`config.mk`:
```
export PLATFORM = sky130hd
export DESIGN_NAME = nvsram_host_ctl
export DESIGN_NICKNAME = d
export VERILOG_FILES = /design/src/nvsram_ctl_pkg.sv /design/src/nvsram_host_ctl.sv
export SDC_FILE = /design/constraint.sdc
export NUM_CORES = 1
export LEC_CHECK = 0
export ABC_AREA = 1
export BUFFER_PORTS_ARGS = -buffer_cell sky130_fd_sc_hd__buf_2
export CORE_MARGIN = 1.5
export CORE_UTILIZATION = 58
export CTS_BUF_LIST = sky130_fd_sc_hd__clkbuf_8
export DETAILED_ROUTE_END_ITERATION = 8
export GPL_ROUTABILITY_DRIVEN = 0
export GPL_TIMING_DRIVEN = 0
export PLACE_DENSITY_LB_ADDON = 0.25
export SETUP_SLACK_MARGIN = 0.5
export SLEW_MARGIN = 20
export SYNTH_ARGS = -nofsm -noshare
export SYNTH_HDL_FRONTEND = slang
export SYNTH_SLANG_ARGS = --single-unit
```
`constraint.sdc`:
```
create_clock -name mclk_i -period 5 [get_ports mclk_i]
set_input_delay 0.5 -clock mclk_i [delete_from_list [all_inputs] [get_ports mclk_i]]
set_output_delay 0.5 -clock mclk_i [all_outputs]
set_load 0.01 [all_outputs]
```
`src/nvsram_ctl_pkg.sv`:
```
// constants for the host-side controller of a nonvolatile-shadowed 32k x 8 static memory
// assumes a 250 MHz single clock and an asynchronous memory on plain pins
package nvsram_ctl_pkg;
  localparam int unsigned CLK_MHZ = 250;
  localparam int unsigned ADDR_W = 15;
  localparam int unsigned DATA_W = 8;
  localparam int unsigned SEQ_LEN = 6;
  localparam int unsigned SEQ_CMP_W = 14;
  localparam logic [13:0] SEQ_A1 = 14'h0e38;
  localparam logic [13:0] SEQ_A2 = 14'h31c7;
  localparam logic [13:0] SEQ_A3 = 14'h03e0;
  localparam logic [13:0] SEQ_A4 = 14'h3c1f;
  localparam logic [13:0] SEQ_A5 = 14'h303f;
  localparam logic [13:0] SEQ_STORE = 14'h0fc0;
  localparam logic [13:0] SEQ_RECALL = 14'h0c63;
  // access phase lengths in ns
  localparam int unsigned ACCESS_NS = 48;
  localparam int unsigned ACCESS_CYC = (ACCESS_NS * CLK_MHZ + 999) / 1000;
  // wait times, longest figures
  localparam int unsigned STORE_DURATION_MS = 10;
  localparam int unsigned STORE_CYC = STORE_DURATION_MS * 1000 * CLK_MHZ;
  localparam int unsigned RECALL_US = 20;
  localparam int unsigned RECALL_CYC = RECALL_US * CLK_MHZ;
  localparam int unsigned POWER_UP_RECALL_US = 550;
  localparam int unsigned POWER_UP_RECALL_CYC = POWER_UP_RECALL_US * CLK_MHZ;
  localparam int unsigned CNT_W = 22;
  localparam logic [1:0] CMD_READ = 2'h0;
  localparam logic [1:0] CMD_WRITE = 2'h1;
  localparam logic [1:0] CMD_STORE = 2'h2;
  localparam logic [1:0] CMD_RECALL = 2'h3;
endpackage : nvsram_ctl_pkg

```
`src/nvsram_host_ctl.sv`:
```
// host controller driving the nonvolatile static memory through its asynchronous pins
// assumes memory pins sampled synchronously to mclk_i; no other party drives the address
//
// Contract
// - address set on the same edge the write starts, steady until write ends
// - output enable kept high throughout writes
// - store: six chip-enable reads, 0e38 31c7 03e0 3c1f 303f 0fc0
// - recall: same five reads then 0c63
// - sequence uses reads, ended by chip enable, output enable high
// - data load held high at end of power-up recall
`timescale 1ns/1ps
`default_nettype none
module nvsram_host_ctl #(
  parameter int unsigned STORE_WAIT = nvsram_ctl_pkg::STORE_CYC,
  parameter int unsigned RECALL_WAIT = nvsram_ctl_pkg::RECALL_CYC,
  parameter int unsigned POWERUP_WAIT = nvsram_ctl_pkg::POWER_UP_RECALL_CYC
) (
  // clock and reset
  input wire logic mclk_i,
  input wire logic rst_i,
  // user command port
  input wire logic cmd_valid_i,
  output logic cmd_ready_o,
  input wire logic [1:0] cmd_op_i,
  input wire logic [nvsram_ctl_pkg::ADDR_W-1:0] cmd_addr_i,
  input wire logic [nvsram_ctl_pkg::DATA_W-1:0] cmd_wdata_i,
  output logic rsp_valid_o,
  output logic [nvsram_ctl_pkg::DATA_W-1:0] rsp_rdata_o,
  // memory pins
  output logic [nvsram_ctl_pkg::ADDR_W-1:0] mem_addr_o,
  output logic chip_on_low_n_o,
  output logic output_on_low_n_o,
  output logic data_load_n_o,
  input wire logic [nvsram_ctl_pkg::DATA_W-1:0] data_lines_i,
  output logic [nvsram_ctl_pkg::DATA_W-1:0] data_lines_o,
  output logic data_lines_oe_n_o,
  input wire logic hardware_store_busy_n_i,
  output logic hardware_store_busy_n_o,
  output logic hardware_store_busy_oe_n_o,
  // status
  output logic nv_busy_o
);
  import nvsram_ctl_pkg::*;

  // refuse waits that the counter cannot hold
  if (STORE_WAIT < 1 || RECALL_WAIT < 1 || POWERUP_WAIT < 1 ||
      STORE_WAIT >= (1 << CNT_W) || RECALL_WAIT >= (1 << CNT_W) ||
      POWERUP_WAIT >= (1 << CNT_W)) begin : g_bad_wait
    $error("wait counts out of range");
  end

  typedef enum logic [2:0] {
    S_BOOT = 3'b000,
    S_IDLE = 3'b001,
    S_ACC = 3'b010,
    S_GAP = 3'b011,
    S_WAIT = 3'b100,
    S_HOLD = 3'b101
  } state_t;

  function automatic logic [13:0] seq_addr(input logic [2:0] idx, input logic is_store);
    unique case (idx)
      3'd0: seq_addr = SEQ_A1;
      3'd1: seq_addr = SEQ_A2;
      3'd2: seq_addr = SEQ_A3;
      3'd3: seq_addr = SEQ_A4;
      3'd4: seq_addr = SEQ_A5;
      default: seq_addr = is_store ? SEQ_STORE : SEQ_RECALL;
    endcase
  endfunction

  state_t state;
  logic [CNT_W-1:0] cnt;
  logic [2:0] seq_idx;
  logic is_write;
  logic is_seq;
  logic seq_store;
  logic next_acc;
  logic next_wr;
  logic next_seq;

  assign cmd_ready_o = (state == S_IDLE) && hardware_store_busy_n_i;
  assign nv_busy_o = (state == S_BOOT) || (state == S_WAIT) || (state == S_HOLD);
  assign hardware_store_busy_n_o = 1'b1;
  assign hardware_store_busy_oe_n_o = 1'b1;

  // sequencer: one access at a time, nonvolatile waits after a full sequence
  always_ff @(posedge mclk_i or posedge rst_i) begin
    if (rst_i) begin
      state <= S_BOOT;
      cnt <= '0;
      seq_idx <= 3'd0;
      is_write <= 1'b0;
      is_seq <= 1'b0;
      seq_store <= 1'b0;
    end else begin
      unique case (state)
        S_BOOT: begin
          if (cnt == CNT_W'(POWERUP_WAIT - 1)) begin
            state <= S_IDLE;
            cnt <= '0;
          end else begin
            cnt <= cnt + 1'b1;
          end
        end
        S_IDLE: begin
          if (!hardware_store_busy_n_i) begin
            state <= S_HOLD;
          end else if (cmd_valid_i) begin
            is_write <= (cmd_op_i == CMD_WRITE);
            is_seq <= cmd_op_i[1];
            seq_store <= (cmd_op_i == CMD_STORE);
            seq_idx <= 3'd0;
            cnt <= '0;
            state <= S_ACC;
          end
        end
        S_ACC: begin
          if (cnt == CNT_W'(ACCESS_CYC - 1)) begin
            cnt <= '0;
            state <= S_GAP;
          end else begin
            cnt <= cnt + 1'b1;
          end
        end
        S_GAP: begin
          cnt <= '0;
          if (is_seq && seq_idx != 3'(SEQ_LEN - 1)) begin
            seq_idx <= seq_idx + 3'd1;
            state <= S_ACC;
          end else if (is_seq) begin
            state <= S_WAIT;
          end else begin
            state <= S_IDLE;
          end
        end
        S_WAIT: begin
          if (cnt == CNT_W'((seq_store ? STORE_WAIT : RECALL_WAIT) - 1)) begin
            cnt <= '0;
            state <= S_IDLE;
          end else begin
            cnt <= cnt + 1'b1;
          end
        end
        S_HOLD: begin
          if (hardware_store_busy_n_i) begin
            state <= S_IDLE;
          end
        end
        default: state <= S_IDLE;
      endcase
    end
  end

  // pin drive: address held over whole access and gap
  always_ff @(posedge mclk_i or posedge rst_i) begin
    if (rst_i) begin
      mem_addr_o <= '0;
      data_lines_o <= '0;
    end else if (state == S_IDLE && cmd_valid_i && hardware_store_busy_n_i) begin
      mem_addr_o <= cmd_op_i[1] ? {1'b0, SEQ_A1} : cmd_addr_i;
      data_lines_o <= cmd_wdata_i;
    end else if (state == S_GAP && is_seq && seq_idx != 3'(SEQ_LEN - 1)) begin
      mem_addr_o <= {1'b0, seq_addr(seq_idx + 3'd1, seq_store)};
    end
  end

  always_ff @(posedge mclk_i or posedge rst_i) begin
    if (rst_i) begin
      chip_on_low_n_o <= 1'b1;
      output_on_low_n_o <= 1'b1;
      data_load_n_o <= 1'b1;
      data_lines_oe_n_o <= 1'b1;
    end else begin
      chip_on_low_n_o <= !(next_acc);
      output_on_low_n_o <= !(next_acc && !next_wr && !next_seq);
      data_load_n_o <= !(next_acc && next_wr);
      data_lines_oe_n_o <= !(next_acc && next_wr);
    end
  end

  always_comb begin
    next_acc = 1'b0;
    next_wr = is_write;
    next_seq = is_seq;
    if (state == S_IDLE && cmd_valid_i && hardware_store_busy_n_i) begin
      next_acc = 1'b1;
      next_wr = (cmd_op_i == CMD_WRITE);
      next_seq = cmd_op_i[1];
    end else if (state == S_ACC && cnt != CNT_W'(ACCESS_CYC - 1)) begin
      next_acc = 1'b1;
    end else if (state == S_GAP && is_seq && seq_idx != 3'(SEQ_LEN - 1)) begin
      next_acc = 1'b1;
    end
  end

  // read data sampled in last access cycle
  always_ff @(posedge mclk_i or posedge rst_i) begin
    if (rst_i) begin
      rsp_valid_o <= 1'b0;
      rsp_rdata_o <= '0;
    end else begin
      rsp_valid_o <= (state == S_ACC) && (cnt == CNT_W'(ACCESS_CYC - 1)) && !is_seq;
      if (state == S_ACC && cnt == CNT_W'(ACCESS_CYC - 1) && !is_write && !is_seq) begin
        rsp_rdata_o <= data_lines_i;
      end
    end
  end
endmodule // nvsram_host_ctl
`default_nettype wire

```
==> Word level (Yosys, flattened, before mapping) <==
Index checks and enable logic that the tools add are counted.
{ "word_totals": {"wordCells": 102, "in_bits": 37, "out_inout_bits": 40, "register_bits": 66} }
{ "classes": {"addsub": 3, "n_eq_ne": 24, "reduce_logical": 32, "n_mux": 30} }
{ "ops": {"columns": ["op", "count"], "rows": [
  ["two-way mux 22 bit", 6],
  ["one-hot mux 22 bit (5 select lines)", 1],
  ["one-hot mux 14 bit (5 select lines)", 1],
  ["two-way mux 15 bit", 3],
  ["two-way mux 3 bit", 11],
  ["adder 22 x 1 -> 22 bit (second input constant)", 1],
  ["== test 22 x 18 -> 1 bit (second input constant)", 1],
  ["== test 22 bit", 1],
  ["== test 22 x 4 -> 1 bit (second input constant)", 1],
  ["inequality test 22 x 4 -> 1 bit (second input constant)", 1],
  ["subtractor 22 x 1 -> 22 bit (second input constant)", 1],
  ["one-hot mux 3 bit (6 select lines)", 1],
  ["logical AND 1 bit", 14],
  ["== test 3 x 2 -> 1 bit (second input constant)", 4],
  ["two-way mux 10 bit", 1],
  ["== test 3 bit (second input constant)", 3],
  ["inequality test 2 bit (second input constant)", 4],
  ["zero test 1 bit", 7],
  ["== test 3 x 1 -> 1 bit (second input constant)", 2],
  ["zero test 3 bit", 2],
  ["inequality test 2 x 1 -> 1 bit (second input constant)", 3],
  ["inequality test 3 bit (second input constant)", 2],
  ["one-hot mux 3 bit (2 select lines)", 1],
  ["AND reduction 3 bit", 2],
  ["other kinds (9)", 15]
]} }

==> Longest topological paths before layout <==
{ "depth": {"word_depth": 9, "depth_mapped": 13, "depth_no_buf": 13} }

==> Worst setup path before layout <==
OpenSTA, ideal clock, no wires.
{ "synth_path": {"path_kind": "register to register", "from": "register seq_idx[0]", "to": "register mem_addr_o[0] (netlist name)", "n_path_buf": 0, "path_slack_ns": 3.200, "setup_time_ns": 0.120, "path_stages_with_launch": 11, "arrival_time_ns": 1.681, "path_cell_list": "dfrtp_1 > ha_1 > ha_1 > inv_1 > o21ai_0 > nand3_1 > nor2_1 > o21ai_0 > nand3_1 > o21ai_0 > inv_1"} }
{ "synth_between": {"elab_chain_len": 5} }
{ "synth_lines": {"columns": ["element", "line_no", "text"], "rows": [
  ["from (decl)", "nvsram_host_ctl.sv:74", "logic [2:0] seq_idx;"],
  ["from (signal assigned)", "nvsram_host_ctl.sv:129", "seq_idx <= seq_idx + 3'd1;"],
  ["adder 3 x 1 -> 3 bit", "nvsram_host_ctl.sv:164", "mem_addr_o <= {1'b0, seq_addr(seq_idx + 3'd1, seq_store)};"],
  ["== test 3 bit (tied with other cells)", "nvsram_host_ctl.sv:62", "unique case (idx)"],
  ["one-hot mux 14 bit (5 select lines)", "nvsram_host_ctl.sv:62", null],
  ["two-way mux 15 bit", "nvsram_host_ctl.sv:163", "end else if (state == S_GAP && is_seq && seq_idx != 3'(SEQ_LEN - 1)) begin"],
  ["two-way mux 15 bit", "nvsram_host_ctl.sv:160", "end else if (state == S_IDLE && cmd_valid_i && hardware_store_busy_n_i) begin"],
  ["to (signal assigned)", "nvsram_host_ctl.sv:161", "mem_addr_o <= cmd_op_i[1] ? {1'b0, SEQ_A1} : cmd_addr_i;"],
  ["to (signal assigned)", "nvsram_host_ctl.sv:164", null],
  ["to (decl)", "nvsram_host_ctl.sv:30", "output logic [nvsram_ctl_pkg::ADDR_W-1:0] mem_addr_o,"]
]} }
Several ways; a longest one is shown, not always the timed one. The select of a mux whose other input is x is not followed.
A chain may end at the register's enable or synchronous reset.

==> Final worst setup path <==
Ends and elaborated chain as after synthesis.

==> flow_results.xml <==
<?xml version="1.0" encoding="UTF-8"?>
<metrics>
  <group name="synth">
    <metric name="synth.yosys.warnings" unit="">0</metric>
    <metric name="post_synth.cell_area_avg" unit="µm²">7.47</metric>
    <metric name="post_synth_num_cell_types" unit="">39</metric>
    <metric name="syn-instance-count" unit="">500</metric>
    <metric name="total_of_flip_flops_plus_latches_after_synthesis" unit="">66</metric>
    <metric name="synth.yosys.seq_area_share" unit="%">44.3</metric>
    <metric name="synthesis.area" unit="µm²">3730</metric>
  </group>
  <group name="cts">
    <metric name="cts_num_sinks" unit="">66</metric>
    <metric name="postCtsHoldBufs" unit="">0</metric>
    <metric name="cts_made_buffers" unit="">9</metric>
    <metric name="root_buffer" unit="">clkbuf_8</metric>
    <metric name="clock_latency_on_the_worst_skew_pair" unit="ns">0.34</metric>
    <metric name="cts_setup_buffers" unit="">0</metric>
    <metric name="cts_tree" unit="">built</metric>
    <metric name="reg_clk_slew_reported_paths" unit="ns">0.08</metric>
    <metric name="cts_resized" unit="">0</metric>
    <metric name="number_of_buffers_on_the_longest_clock_path" unit="">2</metric>
    <metric name="htree_num_levels" unit="">3</metric>
  </group>
  <group name="floorplan">
    <metric name="floorplan.rows" unit="">29</metric>
    <metric name="fp.dieH" unit="µm">83.2</metric>
    <metric name="die-area" unit="µm²">6930</metric>
    <metric name="die_x" unit="µm">83.2</metric>
    <metric name="ioPinCount" unit="">77</metric>
    <metric name="core-area" unit="µm²">6280</metric>
    <metric name="initial_utilization" unit="%">59.5</metric>
  </group>
  <group name="placed_design">
    <metric name="port_buffers" unit="">74</metric>
    <metric name="placed_area" unit="µm²">4240</metric>
    <metric name="estimated_wirelength_of_the_detail_placed_design" unit="mm">6.54</metric>
  </group>
  <group name="global_route">
    <metric name="global_route_total_overflow" unit="">0</metric>
    <metric name="groute.usage.overall" unit="%">26.7</metric>
    <metric name="grt_pass1_wl" unit="mm">15.1</metric>
    <metric name="grt_max_degree" unit="">47</metric>
    <metric name="number_of_antenna_violations_at_the_first_check_in_global_routing" unit="">0</metric>
    <metric name="first_global_vias" unit="">3443</metric>
  </group>
  <group name="route">
    <metric name="route.detailed.drc" unit="">0</metric>
    <metric name="route.detailed.vias_per_inst" unit="">5.33</metric>
    <metric name="wl_per_cell" unit="µm">13.0</metric>
    <metric name="final_antenna_net_count" unit="">0</metric>
    <metric name="drt_first_iter_violations" unit="">375</metric>
    <metric name="firstDrtPassIters" unit="">6</metric>
    <metric name="wirelength" unit="mm">8.73</metric>
    <metric name="vias" unit="">3563</metric>
  </group>
  <group name="sta">
    <metric name="finClkSkew" unit="ns">0.0105</metric>
    <metric name="timing.final.setup_violations" unit="">0</metric>
    <metric name="report.final.hold_viol_count" unit="">0</metric>
    <metric name="final_min_period_over_clock_period" unit="%">41.8</metric>
    <metric name="final-max-slew-violation-count" unit="">0</metric>
    <metric name="unrepaired_setup_endpoints_after_global_routing" unit="">false</metric>
    <metric name="fin_hold_ws" unit="ns">0.103</metric>
    <metric name="max_freq" unit="MHz">478</metric>
    <metric name="fin_setup_tns" unit="ns">0</metric>
    <metric name="finalWorstPathRequiredPeriod" unit="ns">2.09</metric>
  </group>
  <group name="pwr">
    <metric name="report.power.total" unit="µW">1020</metric>
    <metric name="power.leakage" unit="µW">0.00233</metric>
    <metric name="power.density" unit="nW/µm²">231</metric>
    <metric name="ir_worst_vdd" unit="mV">0.175</metric>
  </group>
  <group name="critical_path">
    <metric name="reg2regPathDepth" unit="">10</metric>
    <metric name="timing.reg2reg.setup_slack" unit="ns">2.91</metric>
    <metric name="r2r_end" unit="">mem_addr_o[0]$_DFFE_PP0P_</metric>
    <metric name="timing.critical_path.fanout_max" unit="">5</metric>
    <metric name="worstSetupPathType" unit="">reg2reg</metric>
    <metric name="timing.critical_path.required" unit="ns">5.24</metric>
    <metric name="worst_setup_path_end_kind" unit="">register</metric>
    <metric name="reg_to_reg_start" unit="">seq_idx[0]$_DFFE_PP0P_</metric>
    <metric name="setup.worst_path.start_class" unit="">register</metric>
    <metric name="cp_data_arrival_time" unit="ns">2.33</metric>
  </group>
  <group name="final_layout">
    <metric name="fill_cells" unit="">504</metric>
    <metric name="post-route-util" unit="%">70.7</metric>
    <metric name="antennaDiodeCount" unit="">0</metric>
    <metric name="finish.instance_area" unit="µm²">4440</metric>
    <metric name="layout_commonest_cell" unit="">nand2_1</metric>
    <metric name="area_growth" unit="%">18.8</metric>
    <metric name="design.final.nets" unit="">630</metric>
    <metric name="layout_common_cells" unit="">nand2_1, buf_2, dfrtp_1</metric>
    <metric name="drive_gt1_share" unit="%">22.0</metric>
  </group>
  <group name="status">
    <metric name="outcome" unit="">completed</metric>
  </group>
  <group name="hold_path">
    <metric name="hold_class" unit="">in2async</metric>
  </group>
  <group name="run">
    <metric name="timing.max_cap.violations" unit="">0</metric>
  </group>
</metrics>
## metal layers
metal	global-route usage, %	share of wire (%)
met1	35.2	43
met2	42.9	48
met3	4.17	7.0
met4	13.3	2.3
met5	0	0
## synthesized netlist by cell type (all sizes together)
cell / count / area (µm²)
a21oi: 19 / 98.9
a22o: 1 / 8.76
a31oi: 4 / 25.0
and2: 2 / 12.5
buf: 10 / 68.8
clkbuf: 2 / 7.51
conb: 1 / 3.75
dfrtp: 63 / 1580
dfstp: 3 / 78.8
ha: 6 / 75.1
inv: 58 / 228
nand2: 162 / 646
nand3: 41 / 215
nand3b: 1 / 7.51
nand4: 14 / 93.8
nor2: 59 / 250
nor3: 8 / 40.0
nor4: 3 / 33.8
o211ai: 2 / 15.0
o21ai: 28 / 140
o221ai: 1 / 8.76
o22ai: 1 / 6.26
o31ai: 1 / 7.51
xor2: 10 / 87.6
## logic make-up after synthesis
logic type	after synthesis	share of synthesized area (%)
AOI/OAI and AO/OA	57	8.31
xor gates and xnor gates	10	2.34
adders and majority gates	6	2.01
buffers and inverters	70	8.14
DFF	66	44.3
other	1	0.100
and+or+nand+nor	290	34.8
## how the worst max path moves through the flow
stage,startpoint,endpoint,slack [ns]
2_1_floorplan,rst_i,cnt[0]$_DFFE_PP0P_,2.85
3_3_place_gp,rst_i,rsp_rdata_o[1]$_DFFE_PP0P_,2.09
3_5_place_dp,seq_idx[0]$_DFFE_PP0P_,mem_addr_o[0]$_DFFE_PP0P_,2.94
4_1_cts,seq_idx[0]$_DFFE_PP0P_,mem_addr_o[0]$_DFFE_PP0P_,2.92
5_1_grt,seq_idx[0]$_DFFE_PP0P_,mem_addr_o[0]$_DFFE_PP0P_,2.72
6_report,seq_idx[0]$_DFFE_PP0P_,mem_addr_o[0]$_DFFE_PP0P_,2.91
## metrics by stage
stage | cells | setup WS (ns)
2_1_floorplan | 501 | 2.85
3_3_place_gp | 652 | 2.09
3_5_place_dp | 653 | 2.94
4_1_cts | 669 | 2.92
5_1_grt | 669 | 2.72
6_report | 669 | 2.91
## worst max-delay path, cell delays in order, from the launching register on
cell and delay, ns:
dfrtp_1 0.41, ha_1 0.23, ha_1 0.31, inv_1 0.13, o21ai_0 0.18, nand3_1 0.17, nor2_1 0.07, o21ai_0 0.25
nand3_1 0.11, o21ai_0 0.09, inv_1 0.05
## flip-flops by register name, indices dropped and copies added (netlist names), 3 cells and up
register      flops
cnt              22
data_lines_o      8
mem_addr_o       15
rsp_rdata_o       8
seq_idx           3
state             3
## power by group
| part | leakage [µW] | switching [µW] | internal (µW) |
|---|---|---|---|
| Clock | 0.000108 | 215 | 245 |
| Sequential | 0.000787 | 0 | 534 |
| Combinational | 0.00143 | 17.5 | 13.5 |
## cell type report
| cell class | instances | area [µm²] | area share [%] |
|---|---|---|---|
| Sequential cell | 66 | 1660 | 37.3 |
| Tap cell | 77 | 96.3 | 2.17 |
| Timing Repair Buffer | 75 | 398 | 8.97 |
| Buffer | 12 | 76.3 | 1.72 |
| Clock buffer | 10 | 138 | 3.10 |
| Clock inverter | 6 | 65.1 | 1.47 |
| Multi-Input combinational cell | 365 | 1780 | 40.1 |
| Inverter | 58 | 230 | 5.19 |
Note: power is estimated with default switching activity, not from simulation.
